<file path="src/inc/remap_pkg.sv">
// Package for the interrupt remapping engine: request, entry and result layouts
package remap_pkg;

  // Interrupt window and request address fields
  localparam logic [11:0] INTR_WINDOW     = 12'hFEE;
  localparam int          ADDR_ID_HI      = 31;
  localparam int          ADDR_ID_LO      = 20;
  localparam int          ADDR_HANDLE_HI  = 19;
  localparam int          ADDR_HANDLE_LO  = 5;
  localparam int          ADDR_FORMAT_BIT = 4;
  localparam int          ADDR_SHV_BIT    = 3;
  localparam int          ADDR_HANDLE15   = 2;
  localparam logic [3:0]  DWORD_BE        = 4'hF;

  // Entry size and table limits
  localparam int          ENTRY_BITS      = 128;
  localparam int          ENTRY_BYTES_LG  = 4;
  localparam int          INDEX_BITS      = 16;
  localparam int          ADDR_BITS       = 64;
  localparam logic [16:0] MAX_ENTRIES     = 17'h10000;

  // Fault reason codes
  localparam logic [7:0] FAULT_REQ_RSVD   = 8'h20;
  localparam logic [7:0] FAULT_BOUNDS     = 8'h21;
  localparam logic [7:0] FAULT_NOT_VALID  = 8'h22;
  localparam logic [7:0] FAULT_TABLE_ERR  = 8'h23;
  localparam logic [7:0] FAULT_ENTRY_RSVD = 8'h24;
  localparam logic [7:0] FAULT_COMPAT     = 8'h25;
  localparam logic [7:0] FAULT_SOURCE     = 8'h26;
  localparam logic [7:0] FAULT_DESC_ERR   = 8'h27;
  localparam logic [7:0] FAULT_DESC_RSVD  = 8'h28;

  // Entry field positions (remappable layout, simplified)
  localparam int ENT_VALID      = 0;
  localparam int ENT_REPORT_OFF = 1;
  localparam int ENT_DEST_MODE  = 2;
  localparam int ENT_REDIR_HINT = 3;
  localparam int ENT_TRIG_MODE  = 4;
  localparam int ENT_DELIV_LO   = 5;
  localparam int ENT_DELIV_HI   = 7;
  localparam int ENT_RSVD_LO    = 8;
  localparam int ENT_RSVD_HI    = 14;
  localparam int ENT_POSTED     = 15;
  localparam int ENT_VECTOR_LO  = 16;
  localparam int ENT_VECTOR_HI  = 23;
  localparam int ENT_RSVD2_LO   = 24;
  localparam int ENT_RSVD2_HI   = 31;
  localparam int ENT_DEST_LO    = 32;
  localparam int ENT_DEST_HI    = 63;
  localparam int ENT_SID_LO     = 64;
  localparam int ENT_SID_HI     = 79;
  localparam int ENT_SQ_LO      = 80;
  localparam int ENT_SQ_HI      = 81;
  localparam int ENT_SVT_LO     = 82;
  localparam int ENT_SVT_HI     = 83;
  localparam int ENT_RSVD3_LO   = 84;
  localparam int ENT_RSVD3_HI   = 127;

  // Source check types and delivery mode values
  localparam logic [1:0] SVT_NONE  = 2'h0;
  localparam logic [1:0] SVT_FULL  = 2'h1;
  localparam logic [1:0] SVT_BUS   = 2'h2;
  localparam logic [2:0] DELIV_RSV = 3'h3;

  // Incoming interrupt write request
  typedef struct packed {
    logic [31:0] addr;
    logic [31:0] data;
    logic [3:0]  byte_en;
    logic [15:0] source_id;
  } intr_req_t;

  // Table configuration, from table_base_size and capability bits
  typedef struct packed {
    logic [51:0] base;
    logic [16:0] entry_count;
    logic [6:0]  host_addr_width;
    logic        walk_snoops;
    logic        memtype_support;
  } table_cfg_t;

  // Memory read request for one whole entry
  typedef struct packed {
    logic [63:0] addr;
    logic        no_snoop;
    logic        write_back;
  } fetch_req_t;

  // Remapped interrupt toward the processor interrupt bus
  typedef struct packed {
    logic [31:0] dest;
    logic [7:0]  vector;
    logic [2:0]  deliv_mode;
    logic        dest_mode;
    logic        redir_hint;
    logic        trig_mode;
    logic        trig_level;
  } remap_out_t;

  // Fault record visible to software
  typedef struct packed {
    logic [7:0]  reason;
    logic [15:0] source_id;
    logic [15:0] index;
  } fault_rec_t;

endpackage : remap_pkg

</file>
<file path="src/rtl/entry_checker.sv">
// Combinational checks of a fetched table entry against the requester
`timescale 1ns/1ns
module entry_checker
  import remap_pkg::*;
(
  input  wire logic [ENTRY_BITS-1:0] entry,
  input  wire logic [15:0]           source_id,
  output logic                       valid,
  output logic                       report_off,
  output logic                       posted,
  output logic                       source_ok,
  output logic                       rsvd_ok,
  output remap_pkg::remap_out_t      remapped
);
  logic [1:0]  source_check_type;
  logic [1:0]  sq;
  logic [15:0] source_id_value;
  logic [15:0] mask;

  // Source check per type and qualifier
  always_comb
  begin
    source_check_type        = entry[ENT_SVT_HI:ENT_SVT_LO];
    sq         = entry[ENT_SQ_HI:ENT_SQ_LO];
    source_id_value        = entry[ENT_SID_HI:ENT_SID_LO];
    valid      = entry[ENT_VALID];
    report_off = entry[ENT_REPORT_OFF];
    posted     = entry[ENT_POSTED];
    mask       = 16'hFFFF;
    unique case (sq)
      2'h1:    mask = 16'hFFFB;
      2'h2:    mask = 16'hFFF9;
      2'h3:    mask = 16'hFFF8;
      default: mask = 16'hFFFF;
    endcase
    unique case (source_check_type)
      SVT_NONE: source_ok = 1'b1;
      SVT_FULL: source_ok = ((source_id ^ source_id_value) & mask) == 16'h0000;
      SVT_BUS:  source_ok = (source_id[15:8] >= source_id_value[15:8]) && (source_id[15:8] <= source_id_value[7:0]);
      default:  source_ok = 1'b0;
    endcase
    // Reserved fields and a reserved delivery mode clear rsvd_ok
    rsvd_ok = (entry[ENT_RSVD_HI:ENT_RSVD_LO] == '0) && (entry[ENT_RSVD2_HI:ENT_RSVD2_LO] == '0)
            && (entry[ENT_RSVD3_HI:ENT_RSVD3_LO] == '0)
            && (entry[ENT_DELIV_HI:ENT_DELIV_LO] != DELIV_RSV);
    remapped.dest       = entry[ENT_DEST_HI:ENT_DEST_LO];
    remapped.vector     = entry[ENT_VECTOR_HI:ENT_VECTOR_LO];
    remapped.deliv_mode = entry[ENT_DELIV_HI:ENT_DELIV_LO];
    remapped.dest_mode  = entry[ENT_DEST_MODE];
    remapped.redir_hint = entry[ENT_REDIR_HINT];
    remapped.trig_mode  = entry[ENT_TRIG_MODE];
    remapped.trig_level = 1'b1;
  end
endmodule : entry_checker

</file>
<file path="src/rtl/interrupt_remap_engine.sv">
// Interrupt remapping engine: decode, index, fetch, check, remap or fault
// How it works
// Only dword writes to FEE window are interrupts
// Table is flat array of 128-bit entries
// Index is handle, plus subhandle when valid
// Up to 64K entries; index at count errors
// Remapping off: every interrupt request passes as compatibility
// Compat blocked with 25h by mode bits
// Request reserved bits set give fault 20h
// Bounds or address width breach gives 21h
// Entry from cache or single whole read
// No snoop when walk_snoops clear
// Write-back type when memtype_support set
// Invalid entry gives qualified fault 22h
// Source mismatch gives qualified fault 26h
// Bad remappable entry gives qualified 24h
// Remapped output always has level asserted
// Table read error gives fault 23h
// Posted errors use 27h and 28h
// Qualified faults suppressed by fault_report_off
// Blocked requests complete as Unsupported Request
// Requester places handle, format, subhandle_valid bits
// Subhandle in low data, upper reserved
// Reported fault captured with source, index
`timescale 1ns/1ns
module interrupt_remap_engine
  import remap_pkg::*;
(
  input  wire logic                  core_clk,
  input  wire logic                  reset_n,
  input  wire logic                  req_valid,
  input  wire remap_pkg::intr_req_t  req,
  output logic                       req_ready,
  input  wire logic                  remap_enable_status,
  input  wire logic                  extended_intr_mode_on,
  input  wire logic                  compat_format_allow,
  input  wire remap_pkg::table_cfg_t table_base_size,
  input  wire logic                  cache_hit,
  input  wire logic [ENTRY_BITS-1:0] cache_entry,
  output logic                       fetch_valid,
  output remap_pkg::fetch_req_t      fetch,
  input  wire logic                  fetch_done,
  input  wire logic                  fetch_error,
  input  wire logic [ENTRY_BITS-1:0] fetch_data,
  input  wire logic                  posted_desc_error,
  input  wire logic                  posted_desc_rsvd,
  output logic                       pass_valid,
  output remap_pkg::intr_req_t       pass_req,
  output logic                       remap_valid,
  output remap_pkg::remap_out_t      remap_out,
  output logic                       unsupported_req,
  output logic                       fault_event,
  output remap_pkg::fault_rec_t      fault_record
);
  import remap_pkg::*;

  typedef enum {IDLE, LOOKUP, FETCH, CHECK, DONE} state_t;

  state_t                state;
  state_t                next_state;
  intr_req_t             held;
  intr_req_t             next_held;
  logic [15:0]           index;
  logic [15:0]           next_index;
  logic [ENTRY_BITS-1:0] entry;
  logic [ENTRY_BITS-1:0] next_entry;
  logic                  next_req_ready;
  logic                  next_fetch_valid;
  fetch_req_t            next_fetch;
  logic                  next_pass_valid;
  intr_req_t             next_pass_req;
  logic                  next_remap_valid;
  remap_out_t            next_remap_out;
  logic                  next_unsupported_req;
  logic                  next_fault_event;
  fault_rec_t            next_fault_record;
  logic                  e_valid;
  logic                  e_report_off;
  logic                  e_posted;
  logic                  e_source_ok;
  logic                  e_rsvd_ok;
  remap_out_t            e_remapped;
  logic [16:0]           sum_index;
  logic [63:0]           entry_addr;

  // Interrupt window decode: dword write with FEE in the top digits
  function automatic logic is_interrupt(input intr_req_t r);
    return (r.addr[ADDR_ID_HI:ADDR_ID_LO] == INTR_WINDOW) && (r.byte_en == DWORD_BE);
  endfunction : is_interrupt

  // Handle from address bits 19..5 and bit 2
  function automatic logic [15:0] handle_of(input intr_req_t r);
    return {r.addr[ADDR_HANDLE15], r.addr[ADDR_HANDLE_HI:ADDR_HANDLE_LO]};
  endfunction : handle_of

  entry_checker u_checker (
    .entry      (entry),
    .source_id  (held.source_id),
    .valid      (e_valid),
    .report_off (e_report_off),
    .posted     (e_posted),
    .source_ok  (e_source_ok),
    .rsvd_ok    (e_rsvd_ok),
    .remapped   (e_remapped)
  );

  // Index, entry address and next-state logic
  always_comb
  begin
    sum_index            = {1'b0, handle_of(held)} + {1'b0, held.data[15:0]};
    entry_addr           = {table_base_size.base, 12'h000} + {44'h0, index, 4'h0};
    next_state           = state;
    next_held            = held;
    next_index           = index;
    next_entry           = entry;
    next_req_ready       = 1'b0;
    next_fetch_valid     = 1'b0;
    next_fetch           = fetch;
    next_pass_valid      = 1'b0;
    next_pass_req        = pass_req;
    next_remap_valid     = 1'b0;
    next_remap_out       = remap_out;
    next_unsupported_req = 1'b0;
    next_fault_event     = 1'b0;
    next_fault_record    = fault_record;
    unique case (state)
      IDLE:
      begin
        next_req_ready = 1'b1;
        if (req_valid && req_ready)
        begin
          next_req_ready = 1'b0;
          next_held      = req;
          if (!is_interrupt(req))
            next_state = IDLE;
          else if (!remap_enable_status || !req.addr[ADDR_FORMAT_BIT])
          begin
            next_pass_req = req;
            if (remap_enable_status && (extended_intr_mode_on || !compat_format_allow))
            begin
              next_unsupported_req = 1'b1;
              next_fault_event     = 1'b1;
              next_fault_record    = '{reason: FAULT_COMPAT, source_id: req.source_id, index: 16'h0000};
            end
            else
              next_pass_valid = 1'b1;
            next_state = DONE;
          end
          else
            next_state = LOOKUP;
        end
      end
      LOOKUP:
      begin
        // Subhandle used only when valid; upper data reserved then
        if (held.addr[ADDR_SHV_BIT] && (held.data[31:16] != 16'h0000))
        begin
          next_unsupported_req = 1'b1;
          next_fault_event     = 1'b1;
          next_fault_record    = '{reason: FAULT_REQ_RSVD, source_id: held.source_id, index: 16'h0000};
          next_state           = DONE;
        end
        else
        begin
          next_index = held.addr[ADDR_SHV_BIT] ? sum_index[15:0] : handle_of(held);
          // Sum overflow past 64K, or index at or above count
          if ((held.addr[ADDR_SHV_BIT] && sum_index >= MAX_ENTRIES)
              || ({1'b0, next_index} >= table_base_size.entry_count))
          begin
            next_unsupported_req = 1'b1;
            next_fault_event     = 1'b1;
            next_fault_record    = '{reason: FAULT_BOUNDS, source_id: held.source_id, index: next_index};
            next_state           = DONE;
          end
          else
            next_state = FETCH;
        end
      end
      FETCH:
      begin
        if ((entry_addr >> table_base_size.host_addr_width) != 64'h0)
        begin
          next_unsupported_req = 1'b1;
          next_fault_event     = 1'b1;
          next_fault_record    = '{reason: FAULT_BOUNDS, source_id: held.source_id, index: index};
          next_state           = DONE;
        end
        else if (cache_hit && !fetch_valid)
        begin
          next_entry = cache_entry;
          next_state = CHECK;
        end
        else if (!fetch_valid)
        begin
          // One read request covering the whole 128-bit entry
          next_fetch_valid      = 1'b1;
          next_fetch.addr       = entry_addr;
          next_fetch.no_snoop   = !table_base_size.walk_snoops;
          next_fetch.write_back = table_base_size.memtype_support;
        end
        else if (fetch_done && fetch_error)
        begin
          next_unsupported_req = 1'b1;
          next_fault_event     = 1'b1;
          next_fault_record    = '{reason: FAULT_TABLE_ERR, source_id: held.source_id, index: index};
          next_state           = DONE;
        end
        else if (fetch_done)
        begin
          next_entry = fetch_data;
          next_state = CHECK;
        end
        else
          next_fetch_valid = 1'b1;
      end
      CHECK:
      begin
        next_unsupported_req        = 1'b1;
        next_fault_record.source_id = held.source_id;
        next_fault_record.index     = index;
        // Qualified faults are reported only when the entry allows it
        next_fault_event = !e_report_off;
        if (!e_valid)
          next_fault_record.reason = FAULT_NOT_VALID;
        else if (!e_source_ok)
          next_fault_record.reason = FAULT_SOURCE;
        else if (e_posted && posted_desc_error)
          next_fault_record.reason = FAULT_DESC_ERR;
        else if (e_posted && posted_desc_rsvd)
          next_fault_record.reason = FAULT_DESC_RSVD;
        else if (!e_posted && !e_rsvd_ok)
          next_fault_record.reason = FAULT_ENTRY_RSVD;
        else
        begin
          next_unsupported_req = 1'b0;
          next_fault_event     = 1'b0;
          next_fault_record    = fault_record;
          next_remap_valid     = !e_posted;
          next_remap_out       = e_remapped;
        end
        next_state = DONE;
      end
      DONE:
      begin
        next_req_ready = 1'b1;
        next_state     = IDLE;
      end
    endcase
  end

  // State and output registers
  always_ff @(posedge core_clk or negedge reset_n)
  begin
    if (!reset_n)
    begin
      state           <= IDLE;
      held            <= '0;
      index           <= '0;
      entry           <= '0;
      req_ready       <= 1'b0;
      fetch_valid     <= 1'b0;
      fetch           <= '0;
      pass_valid      <= 1'b0;
      pass_req        <= '0;
      remap_valid     <= 1'b0;
      remap_out       <= '0;
      unsupported_req <= 1'b0;
      fault_event     <= 1'b0;
      fault_record    <= '0;
    end
    else
    begin
      state           <= next_state;
      held            <= next_held;
      index           <= next_index;
      entry           <= next_entry;
      req_ready       <= next_req_ready;
      fetch_valid     <= next_fetch_valid;
      fetch           <= next_fetch;
      pass_valid      <= next_pass_valid;
      pass_req        <= next_pass_req;
      remap_valid     <= next_remap_valid;
      remap_out       <= next_remap_out;
      unsupported_req <= next_unsupported_req;
      fault_event     <= next_fault_event;
      fault_record    <= next_fault_record;
    end
  end

  // Assertions
  property p_level_set;
    @(posedge core_clk) disable iff (!reset_n) remap_valid |-> remap_out.trig_level;
  endproperty
  a_level_set: assert property (p_level_set) else $error("remapped level not asserted");

  property p_no_snoop;
    @(posedge core_clk) disable iff (!reset_n)
      $rose(fetch_valid) |-> fetch.no_snoop == !table_base_size.walk_snoops;
  endproperty
  a_no_snoop: assert property (p_no_snoop) else $error("snoop attribute wrong");

  property p_wb;
    @(posedge core_clk) disable iff (!reset_n)
      $rose(fetch_valid) |-> fetch.write_back == table_base_size.memtype_support;
  endproperty
  a_wb: assert property (p_wb) else $error("memory type wrong");

  property p_fault_ur;
    @(posedge core_clk) disable iff (!reset_n) fault_event |-> unsupported_req;
  endproperty
  a_fault_ur: assert property (p_fault_ur) else $error("fault without UR");

  property p_single_fetch;
    @(posedge core_clk) disable iff (!reset_n) $rose(fetch_valid) |=> $stable(fetch.addr);
  endproperty
  a_single_fetch: assert property (p_single_fetch) else $error("fetch address changed");

  property p_exclusive;
    @(posedge core_clk) disable iff (!reset_n) !(remap_valid && (pass_valid || unsupported_req));
  endproperty
  a_exclusive: assert property (p_exclusive) else $error("remap with pass or block");

  property p_compat_block;
    @(posedge core_clk) disable iff (!reset_n)
      fault_event && fault_record.reason == FAULT_COMPAT |-> !pass_valid;
  endproperty
  a_compat_block: assert property (p_compat_block) else $error("blocked compat passed");

  property p_bounds;
    @(posedge core_clk) disable iff (!reset_n)
      state == FETCH |-> {1'b0, index} < table_base_size.entry_count;
  endproperty
  a_bounds: assert property (p_bounds) else $error("fetch out of bounds");

  c_remap: cover property (@(posedge core_clk) remap_valid);
  c_pass: cover property (@(posedge core_clk) pass_valid);
  c_fault: cover property (@(posedge core_clk) fault_event);
  c_mem_fetch: cover property (@(posedge core_clk) fetch_valid && fetch_done);
endmodule : interrupt_remap_engine

</file>
<file path="config.mk">
export PLATFORM = sky130hd
export DESIGN_NAME = interrupt_remap_engine
export DESIGN_NICKNAME = d
export VERILOG_FILES = /design/src/inc/remap_pkg.sv /design/src/rtl/entry_checker.sv /design/src/rtl/interrupt_remap_engine.sv
export SDC_FILE = /design/constraint.sdc
export NUM_CORES = 1
export LEC_CHECK = 0
export BUFFER_PORTS_ARGS = -buffer_cell sky130_fd_sc_hd__buf_4
export CAP_MARGIN = 20
export CORE_AREA = 2 2 262 264
export DETAILED_ROUTE_END_ITERATION = 10
export DIE_AREA = 0 0 264 266
export PLACE_DENSITY = 0.64
export SYNTH_ARGS = -nofsm -noshare
export SYNTH_HDL_FRONTEND = slang
export SYNTH_SLANG_ARGS = --single-unit
</file>
<file path="constraint.sdc">
create_clock -name core_clk -period 5.9 [get_ports core_clk]
set_clock_uncertainty 0.15 [all_clocks]
set_input_delay 0.295 -clock core_clk [delete_from_list [all_inputs] [get_ports core_clk]]
set_output_delay 0.295 -clock core_clk [all_outputs]
set_load 0.01 [all_outputs]
</file>
==> parameters.txt, run 1 <==
Parameter                              Value

Power and ir drop
  Net Sw Frac    26.6%
  Worst IR drop on VDD    256 uV
  Combinational power share    18.9%
  Cell Pwr Density    219 mW/mm^2
  Sequential share of power    about two fifths
  Total internal power    5.84 mW
  P_leak    17.7 nW
  Clock power share    41.0%
  Switching power of the nets    2.12 mW

Final layout
  Post-route cell area    about 0.036 sq mm
  Fraction of final layout cells sized beyond drive strength 1    38.1%
  Synth-to-layout area growth    45.9%
  Number of filler instances in the final layout    5788
  # nets final    3683

Global route
  Remaining Overflow, GRT    0
  Largest net degree at the start of global routing    around 150
  Number of global-route vias before repair    23400
  First-pass GRT wire length    140000 um
  Number of antenna violations at the first check in global routing    8
  Tot GR Track Use    25.6%

Setup path
  Critical path's slowest cell    sky130_fd_sc_hd__dlygate4sd3_1
  Ordered cell list for the critical path    ha_1, inv_1, fa_1, nand2b_1, a21boi_1, o21ai_1, buf_4, or4_4, and3_1, o21ba_2, mux4_2, mux2i_1, nand2b_1, a2bb2oi_2, nor4_2, o22a_2, buf_4, o211ai_1, nor2_1, a211oi_1, dlygate4sd3_1
  Cell depth of the worst setup path    21
  Category of the worst setup path capture point    flip-flop
  Maximum fanout along the worst path    9
  Setup Crit Path Kind    flip-flop to flip-flop
  Data arrival, critical path    6.02 ns
  Startpoint type of the worst setup path    flip-flop
  Worst-case register-to-register setup slack    between 0.2 and 0.3 ns
  Cell depth of the worst flop-to-flop path    21
  Worst path required time    6.27 ns
  CP top delay family    compound AO/OA/AOI/OAI gates
  Number of buffers and inverters on the critical path    4
  Slowest stage delay, CP    around 0.57 ns

Route
  Detailed Routing Iterations Pass 1    6
  Post-DRT Antenna Nets    0
  Routed wire per std cell    between 20 and 25 um
  Number of remaining DRC errors    0
  Drt via density    between 5 and 6
  Iteration-0 DRC count of the detailed router    approximately 1700
  Wirelength, routed    just over 90000 um
  Detailed-route via count    about 22000

Logic synthesis
  Post-Syn Area    0.0249 sq mm
  Dominant cells by area after synthesis    sky130_fd_sc_hd__dfrtp_1, sky130_fd_sc_hd__mux2_2, sky130_fd_sc_hd__mux2_1
  Dominant cell type by area after synthesis    sky130_fd_sc_hd__dfrtp_1
  Area share of the leading cell type in the synthesized netlist    45.1%
  Number of enable flip-flop cells after synthesis    0
  Average cell area after synthesis    11.4 sq um
  Unique cell type count in the Yosys netlist    85
  Most common library cells after synthesis    sky130_fd_sc_hd__dfrtp_1, sky130_fd_sc_hd__mux2_2, sky130_fd_sc_hd__mux2_1
  Sequential fraction of the synthesis area    45.1%
  Synthesized instance count    between 2000 and 2500
  Number of warnings reported in the yosys synthesis log    0
  Cell with the most instances after synthesis    sky130_fd_sc_hd__dfrtp_1
  Flip-flop and latch count after synthesis    448
  Post-synthesis async set-or-reset flop share    100%
  Flip-flop cell with the highest count after synthesis    sky130_fd_sc_hd__dfrtp_1

Worst hold path
  Classification of the worst-slack hold path    input port to flip-flop
  Hold Crit Depth    3

Floorplanning
  Die Width    264 um
  Starting Density    36.7%
  Number of I/O pins    672
  Std cell rows    96
  Die footprint    between 0.07 and 0.08 sq mm
  Chip height    266 um
  Core region area    ~0.068 sq mm

Timing
  Final critical-path share of the clock period    95.7%
  Setup repair after global routing missed its margin    false
  Time the final worst path needs with I/O delays and setup    5.65 ns
  Final count of hold timing violations    0
  Final-layout setup total negative slack    0 ns
  Slew @ Worst Pin    1.13 ns
  Max Clock Freq    177 MHz
  Remaining max-slew budget at the tightest pin    24.8%
  Number of pins with negative max-slew slack in the final report    0
  Final setup violation count    0

Clocking
  Clock latency of the later-clocked register in the worst-skew pair    0.61 ns
  Number of buffers on the longest clock path    3
  Post-CTS clock slew at the launch and capture registers of the worst setup and hold paths    about 0.060 ns
  Clock tree from TritonCTS    built
  Cell at the root of the clock tree    sky130_fd_sc_hd__clkbuf_16
  Clock buffers created by TritonCTS    51
  # clock sinks    roughly 450
  Level count of the clock H-tree    2

Outcome
  Outcome    finished clean

Placed design
  Gp weighted congestion    0.944
  Placed standard-cell area    slightly above 0.03 sq mm
  Number of buffers added on ports    664
  Hpwl dp    68100 um

Job
  Number of violations of the max-capacitance limit    0
-- registers in the layout, summed over array words and instances, names as in the netlist --
signal	count
entry	128
pass_req	84
held	65
fetch	62
remap_out	47
fault_record	37
index	16
state	3
fault_event	1
fetch_valid	1
pass_valid	1
remap_valid	1
req_ready	1
unsupported_req	1
-- path summary, 6_finish.rpt --
check	start	to
max in group asynchronous	reset_n	pass_req[0]
min in group asynchronous	reset_n	remap_out[1]
min reg2reg	fault_record[37]	fault_record[37]
max reg2reg	index[8]	state[0]
min	fetch_data[31]	entry[31]
max	index[8]	state[0]
-- worst min-delay path, cell delays in order --
cell and delay, ns:
sky130_fd_sc_hd__buf_4 0.07, sky130_fd_sc_hd__mux2_2 0.23, sky130_fd_sc_hd__mux2_1 0.15
-- area by class of cell --
type	instances	area [sq um]	area share (%)
Timing Repair Buffer	1089	9180	25.3
Clock inverter	23	292	0.803
Inverter	84	315	0.868
Sequential cell	448	11200	30.9
Multi-Input combinational cell	1522	12800	35.2
Tap cell	882	1100	3.04
Clock buffer	68	1410	3.88
Antenna cell	6	15.0	0.0413
-- per-stage QoR --
stage	total power, mW	hold slack (ns)	worst slack, ns	util [%]	std cells
after detailed placement	4.52	0.287	0.0915	45.8	3675
after floorplan	3.92	-0.151	0.768	-	2189
final	7.97	0.0453	0.255	53.6	4122
after global routing	8.31	0.0187	0.00182	53.6	4119
after global placement	4.49	0.273	0.196	45.8	3675
after CTS	8.03	0.00766	0.0732	53.4	4112
-- cells by family after synthesis --
group                      Yosys count  synth area share [%]
AOI/OAI and AO/OA                  398                  11.3
buffers and inverters              219                  4.08
muxes                              560                  25.2
and+or+nand+nor                    442                  9.42
xor gates and xnor gates            57                  2.01
adders and majority gates           58                  2.98
DFF                                448                  45.1
other                                1                0.0151
-- layer usage --
metal	track usage [%]	routed length, um	up-vias
met5	0	64	-
met4	8.17	2920	8
met3	5.48	6380	185
met2	42.9	44700	850
met1	32.9	38200	11000
li1	-	-	10100
-- power groups by stage --
| stage | combinational, mW | sequential [mW] | clock [mW] |
|---|---|---|---|
| 4_1_cts | 1.49 | 3.20 | 3.35 |
| 5_1_grt | 1.63 | 3.21 | 3.48 |
| 3_3_place_gp | 1.24 | 3.25 | 0 |
| 3_5_place_dp | 1.27 | 3.25 | 0 |
| 6_report | 1.51 | 3.20 | 3.26 |
| 2_1_floorplan | 0.688 | 3.23 | 0 |
-- placed cells by master (no fill, tap or decap), types with 18 or more instances in the layout --
| cell | synthesis | routed |
|---|---|---|
| sky130_fd_sc_hd__nand4_1 | 28 | 28 |
| sky130_fd_sc_hd__and3_1 | 21 | 20 |
| sky130_fd_sc_hd__dfrtp_1 | 448 | 448 |
| sky130_fd_sc_hd__xor2_1 | 19 | 19 |
| sky130_fd_sc_hd__nor2_1 | 73 | 72 |
| sky130_fd_sc_hd__ha_1 | 56 | 55 |
| sky130_fd_sc_hd__nand3_1 | 35 | 35 |
| sky130_fd_sc_hd__nor4_1 | 40 | 39 |
| sky130_fd_sc_hd__buf_4 | 10 | 731 |
| sky130_fd_sc_hd__o21ai_0 | 42 | 42 |
| sky130_fd_sc_hd__inv_1 | 84 | 84 |
| sky130_fd_sc_hd__nor3_1 | 47 | 46 |
| sky130_fd_sc_hd__a21o_1 | 34 | 34 |
| sky130_fd_sc_hd__a211oi_1 | 19 | 18 |
| sky130_fd_sc_hd__mux2_1 | 133 | 133 |
| sky130_fd_sc_hd__nand2_1 | 83 | 82 |
| sky130_fd_sc_hd__mux2i_1 | 70 | 70 |
| sky130_fd_sc_hd__nand2b_1 | 27 | 27 |
| sky130_fd_sc_hd__mux2_2 | 352 | 352 |
| sky130_fd_sc_hd__clkbuf_16 | 0 | 51 |
| sky130_fd_sc_hd__xnor2_1 | 38 | 38 |
| sky130_fd_sc_hd__o211ai_1 | 26 | 26 |
| sky130_fd_sc_hd__dlygate4sd3_1 | 0 | 346 |
| sky130_fd_sc_hd__a21oi_1 | 95 | 92 |
| sky130_fd_sc_hd__nor2b_1 | 26 | 24 |
-- timing repair --
item,4_1_cts,5_1_grt
hold buffers,346,0
buffers inserted,0,3
hold endpoints to repair,400,0
setup endpoints to repair,0,219
resized for setup,0,16
(Power assumes the default switching activity.)
==> inputs of run 2 (changes only) <==
==> constraint.sdc (replaced) <==
create_clock -name core_clk -period 5.3 [get_ports core_clk]
set_clock_uncertainty 0.15 [all_clocks]
set_input_delay 0.265 -clock core_clk [delete_from_list [all_inputs] [get_ports core_clk]]
set_output_delay 0.265 -clock core_clk [all_outputs]
set_load 0.01 [all_outputs]
==> parameters.txt, run 2 (same netlist as run 1, synthesis figures left out) <==
Parameter                              Value

Route
  Wirelength, routed    99200 um (+7.4%)
  Routed wire per std cell    23.0 um (+2.8%)
  Iteration-0 DRC count of the detailed router    1568 (-7.1%)
  Detailed-route via count    23400 (+5.3%)
  Number of remaining DRC errors    0 (unchanged)
  Post-DRT Antenna Nets    0 (unchanged)
  Drt via density    5.42 (+0.75%)
  Detailed Routing Iterations Pass 1    7 (+1)

Worst hold path
  Hold Crit Depth    4 (+1)
  Classification of the worst-slack hold path    input port to flip-flop
  Endpoint of the worst hold-timing path    fetch[56]
  Origin of the worst min-delay path    table_base_size[68]

Floorplanning
  Chip height    266 um (unchanged)
  Std cell rows    96 (unchanged)
  Starting Density    36.7% (unchanged)
  Die footprint    0.0702 sq mm (unchanged)
  Core region area    0.0677 sq mm (unchanged)
  Die Width    264 um (unchanged)
  Number of I/O pins    672 (unchanged)

Timing
  Final setup violation count    18 (+18)
  Number of pins with negative max-slew slack in the final report    0 (unchanged)
  Post-route worst hold slack    0.0127 ns (-0.0326 ns)
  Time the final worst path needs with I/O delays and setup    5.33 ns (-0.314 ns)
  Slew @ Worst Pin    0.969 ns (-0.158 ns)
  Max Clock Freq    188 MHz (+5.9%)
  Final critical-path share of the clock period    101% (+4.9 points)
  Remaining max-slew budget at the tightest pin    34.8% (+10 points)
  Worst path setup slack after routing    -0.0316 ns (-0.286 ns)
  Final-layout setup total negative slack    -0.227 ns (-0.227 ns)
  Setup repair after global routing missed its margin    true
  Final count of hold timing violations    0 (unchanged)

Setup path
  CP top delay family    compound AO/OA/AOI/OAI gates
  Setup Crit Path Kind    flip-flop to flip-flop
  Startpoint type of the worst setup path    flip-flop
  Data arrival, critical path    5.66 ns (-0.36 ns)
  Cell occurring most often along the worst timing path    sky130_fd_sc_hd__buf_6
  Reg2Reg Capture Point    fault_record[23]
  Critical path's slowest cell    sky130_fd_sc_hd__a222oi_1
  Cell depth of the worst setup path    20 (-4.8%)
  Worst path required time    5.63 ns (-0.64 ns)
  Number of buffers and inverters on the critical path    4 (unchanged)
  Maximum fanout along the worst path    10 (+1)
  Ordered cell list for the critical path    ha_1, o211ai_1, or3_4, a21oi_4, buf_6, nand2_1, xnor2_1, a222oi_1, nand3_1, a221oi_4, buf_4, nor2_1, o21a_1, nor4_2, o22a_2, buf_6, o21ai_4, a211o_4, buf_12, mux2_4
  Category of the worst setup path capture point    flip-flop
  Cell depth of the worst flop-to-flop path    20 (-4.8%)
  Worst-case register-to-register setup slack    -0.03 ns (-0.29 ns)
  Reg2reg start    index[12]
  Slowest stage delay, CP    0.45 ns (-0.12 ns)

Final layout
  Register with the most flip-flops    entry
  Commonest non-fill, non-tap cells in the layout    sky130_fd_sc_hd__buf_4, sky130_fd_sc_hd__dfrtp_1, sky130_fd_sc_hd__mux2_2
  Leading cell type in the layout, fill and taps excluded    sky130_fd_sc_hd__buf_4
  Synth-to-layout area growth    56.2%
  Registers with the highest flip-flop counts    entry: 128 flops, pass_req: 84 flops, held: 65 flops
  # nets final    3872 (+5.1%)
  Largest register FFs    128 (unchanged)
  Fraction of final layout cells sized beyond drive strength 1    45.7% (+7.6 points)

Clocking
  Clock tree from TritonCTS    built
  Clock buffers created by TritonCTS    51 (unchanged)
  Post-CTS clock slew at the launch and capture registers of the worst setup and hold paths    0.06 ns (about the same)
  # clock sinks    448 (unchanged)
  Clock latency of the later-clocked register in the worst-skew pair    0.60 ns (about the same)
  Level count of the clock H-tree    2 (unchanged)
  Number of buffers on the longest clock path    3 (unchanged)
  Cell at the root of the clock tree    sky130_fd_sc_hd__clkbuf_16

Global route
  Largest net degree at the start of global routing    141 (-4.1%)
  Tot GR Track Use    26.3% (+0.75 points)
  Remaining Overflow, GRT    0 (unchanged)
  Number of global-route vias before repair    24300 (+3.9%)
  First-pass GRT wire length    143000 um (+2.4%)
  Number of antenna violations at the first check in global routing    11 (+3)

Outcome
  Violations in the final reports    setup timing
  Outcome    finished, violations left

Power and ir drop
  Worst IR drop on VDD    235 uV (-8.0%)
  P_leak    18.8 nW (+6.3%)
  Cell Pwr Density    229 mW/mm^2 (+4.3%)
  Tot Pwr    8.89 mW (+12%)

Placed design
  Number of buffers added on ports    664 (unchanged)
  Gp weighted congestion    0.951 (+0.70%)
  Hpwl dp    70500 um (+3.4%)

Job
  Number of violations of the max-capacitance limit    0 (unchanged)
-- run 2: cell count changes in the layout (fill, tap and decap cells not counted), moves of 7 or more --
cell and change:
sky130_fd_sc_hd__buf_4 +161, sky130_fd_sc_hd__clkbuf_16 +7, sky130_fd_sc_hd__o21ai_0 -8, sky130_fd_sc_hd__mux2_4 +60, sky130_fd_sc_hd__buf_6 +12, sky130_fd_sc_hd__nor3_1 -7, sky130_fd_sc_hd__mux2_1 -54, sky130_fd_sc_hd__a21oi_1 -11
sky130_fd_sc_hd__buf_12 +7, sky130_fd_sc_hd__a21oi_2 +9
-- run 2: how the worst max path moves through the flow --
stage                              from                to  slack, ns
floorplan                     index[15]          entry[0]       0.17
global placement    table_base_size[33]  fault_record[29]      -0.44
detailed placement  table_base_size[33]  fault_record[31]      -0.48
CTS                            index[8]         entry[39]       0.01
global route                  index[12]   fault_record[7]      -0.13
finish                        index[12]  fault_record[23]      -0.03
-- run 2: metrics by stage --
stage / setup slack, ns / instance area (sq um) / util, % / std cells
after floorplan: 0.168 / 24900 / - / 2189
after global placement: -0.440 / 32100 / 47.3 / 3811
after detailed placement: -0.484 / 32100 / 47.3 / 3811
after CTS: 0.00979 / 37500 / 55.4 / 4258
after global routing: -0.132 / 38900 / 57.4 / 4305
final: -0.0316 / 38900 / 57.4 / 4307
-- run 2: report_power, final --
part / internal (mW) / leakage [nW] / total [mW] / switching (mW)
Combinational: 1.03 / 12.2 / 1.88 / 0.853
Sequential: 3.50 / 5.87 / 3.56 / 0.0634
Clock: 1.96 / 0.781 / 3.45 / 1.49
Total: 6.48 / 18.8 / 8.89 / 2.41
-- run 2: area by class of cell --
class / count / area [sq um]
Multi-Input combinational cell: 1524 / 13700
Tap cell: 882 / 1100
Clock inverter: 19 / 171
Clock buffer: 69 / 1440
Fill cell: 5601 / 28900
Inverter: 84 / 315
Antenna cell: 5 / 12.5
Sequential cell: 448 / 11200
Timing Repair Buffer: 1276 / 10900
-- run 2: metal layers --
| metal | part of all wire, % | routed length, um | track usage [%] | vias to the layer above |
|---|---|---|---|---|
| li1 | - | - | - | 10500 |
| met1 | 41 | 41100 | 33.4 | 11700 |
| met2 | 48 | 47700 | 43.9 | 878 |
| met3 | 6.3 | 6240 | 5.44 | 245 |
| met4 | 4.2 | 4140 | 10.5 | 6 |
| met5 | 0.036 | 36 | 0 | - |
-- run 2: timing repair --
action	in CTS	in global routing
pin swaps	8	61
hold buffers	342	0
gates cloned	4	12
endpoints found under the hold margin	361	0
buffers inserted	13	32
setup endpoints to repair	228	218
gates resized for setup	55	176
-- run 2: worst reg2reg max path, cell delays in order, from the launching register on --
cell and delay (ns):
sky130_fd_sc_hd__dfrtp_1 0.40, sky130_fd_sc_hd__ha_1 0.41, sky130_fd_sc_hd__o211ai_1 0.22, sky130_fd_sc_hd__or3_4 0.44, sky130_fd_sc_hd__a21oi_4 0.22, sky130_fd_sc_hd__buf_6 0.17, sky130_fd_sc_hd__nand2_1 0.10, sky130_fd_sc_hd__xnor2_1 0.21
sky130_fd_sc_hd__a222oi_1 0.45, sky130_fd_sc_hd__nand3_1 0.20, sky130_fd_sc_hd__a221oi_4 0.31, sky130_fd_sc_hd__buf_4 0.16, sky130_fd_sc_hd__nor2_1 0.03, sky130_fd_sc_hd__o21a_1 0.19, sky130_fd_sc_hd__nor4_2 0.26, sky130_fd_sc_hd__o22a_2 0.23
sky130_fd_sc_hd__buf_6 0.11, sky130_fd_sc_hd__o21ai_4 0.07, sky130_fd_sc_hd__a211o_4 0.40, sky130_fd_sc_hd__buf_12 0.17, sky130_fd_sc_hd__mux2_4 0.31
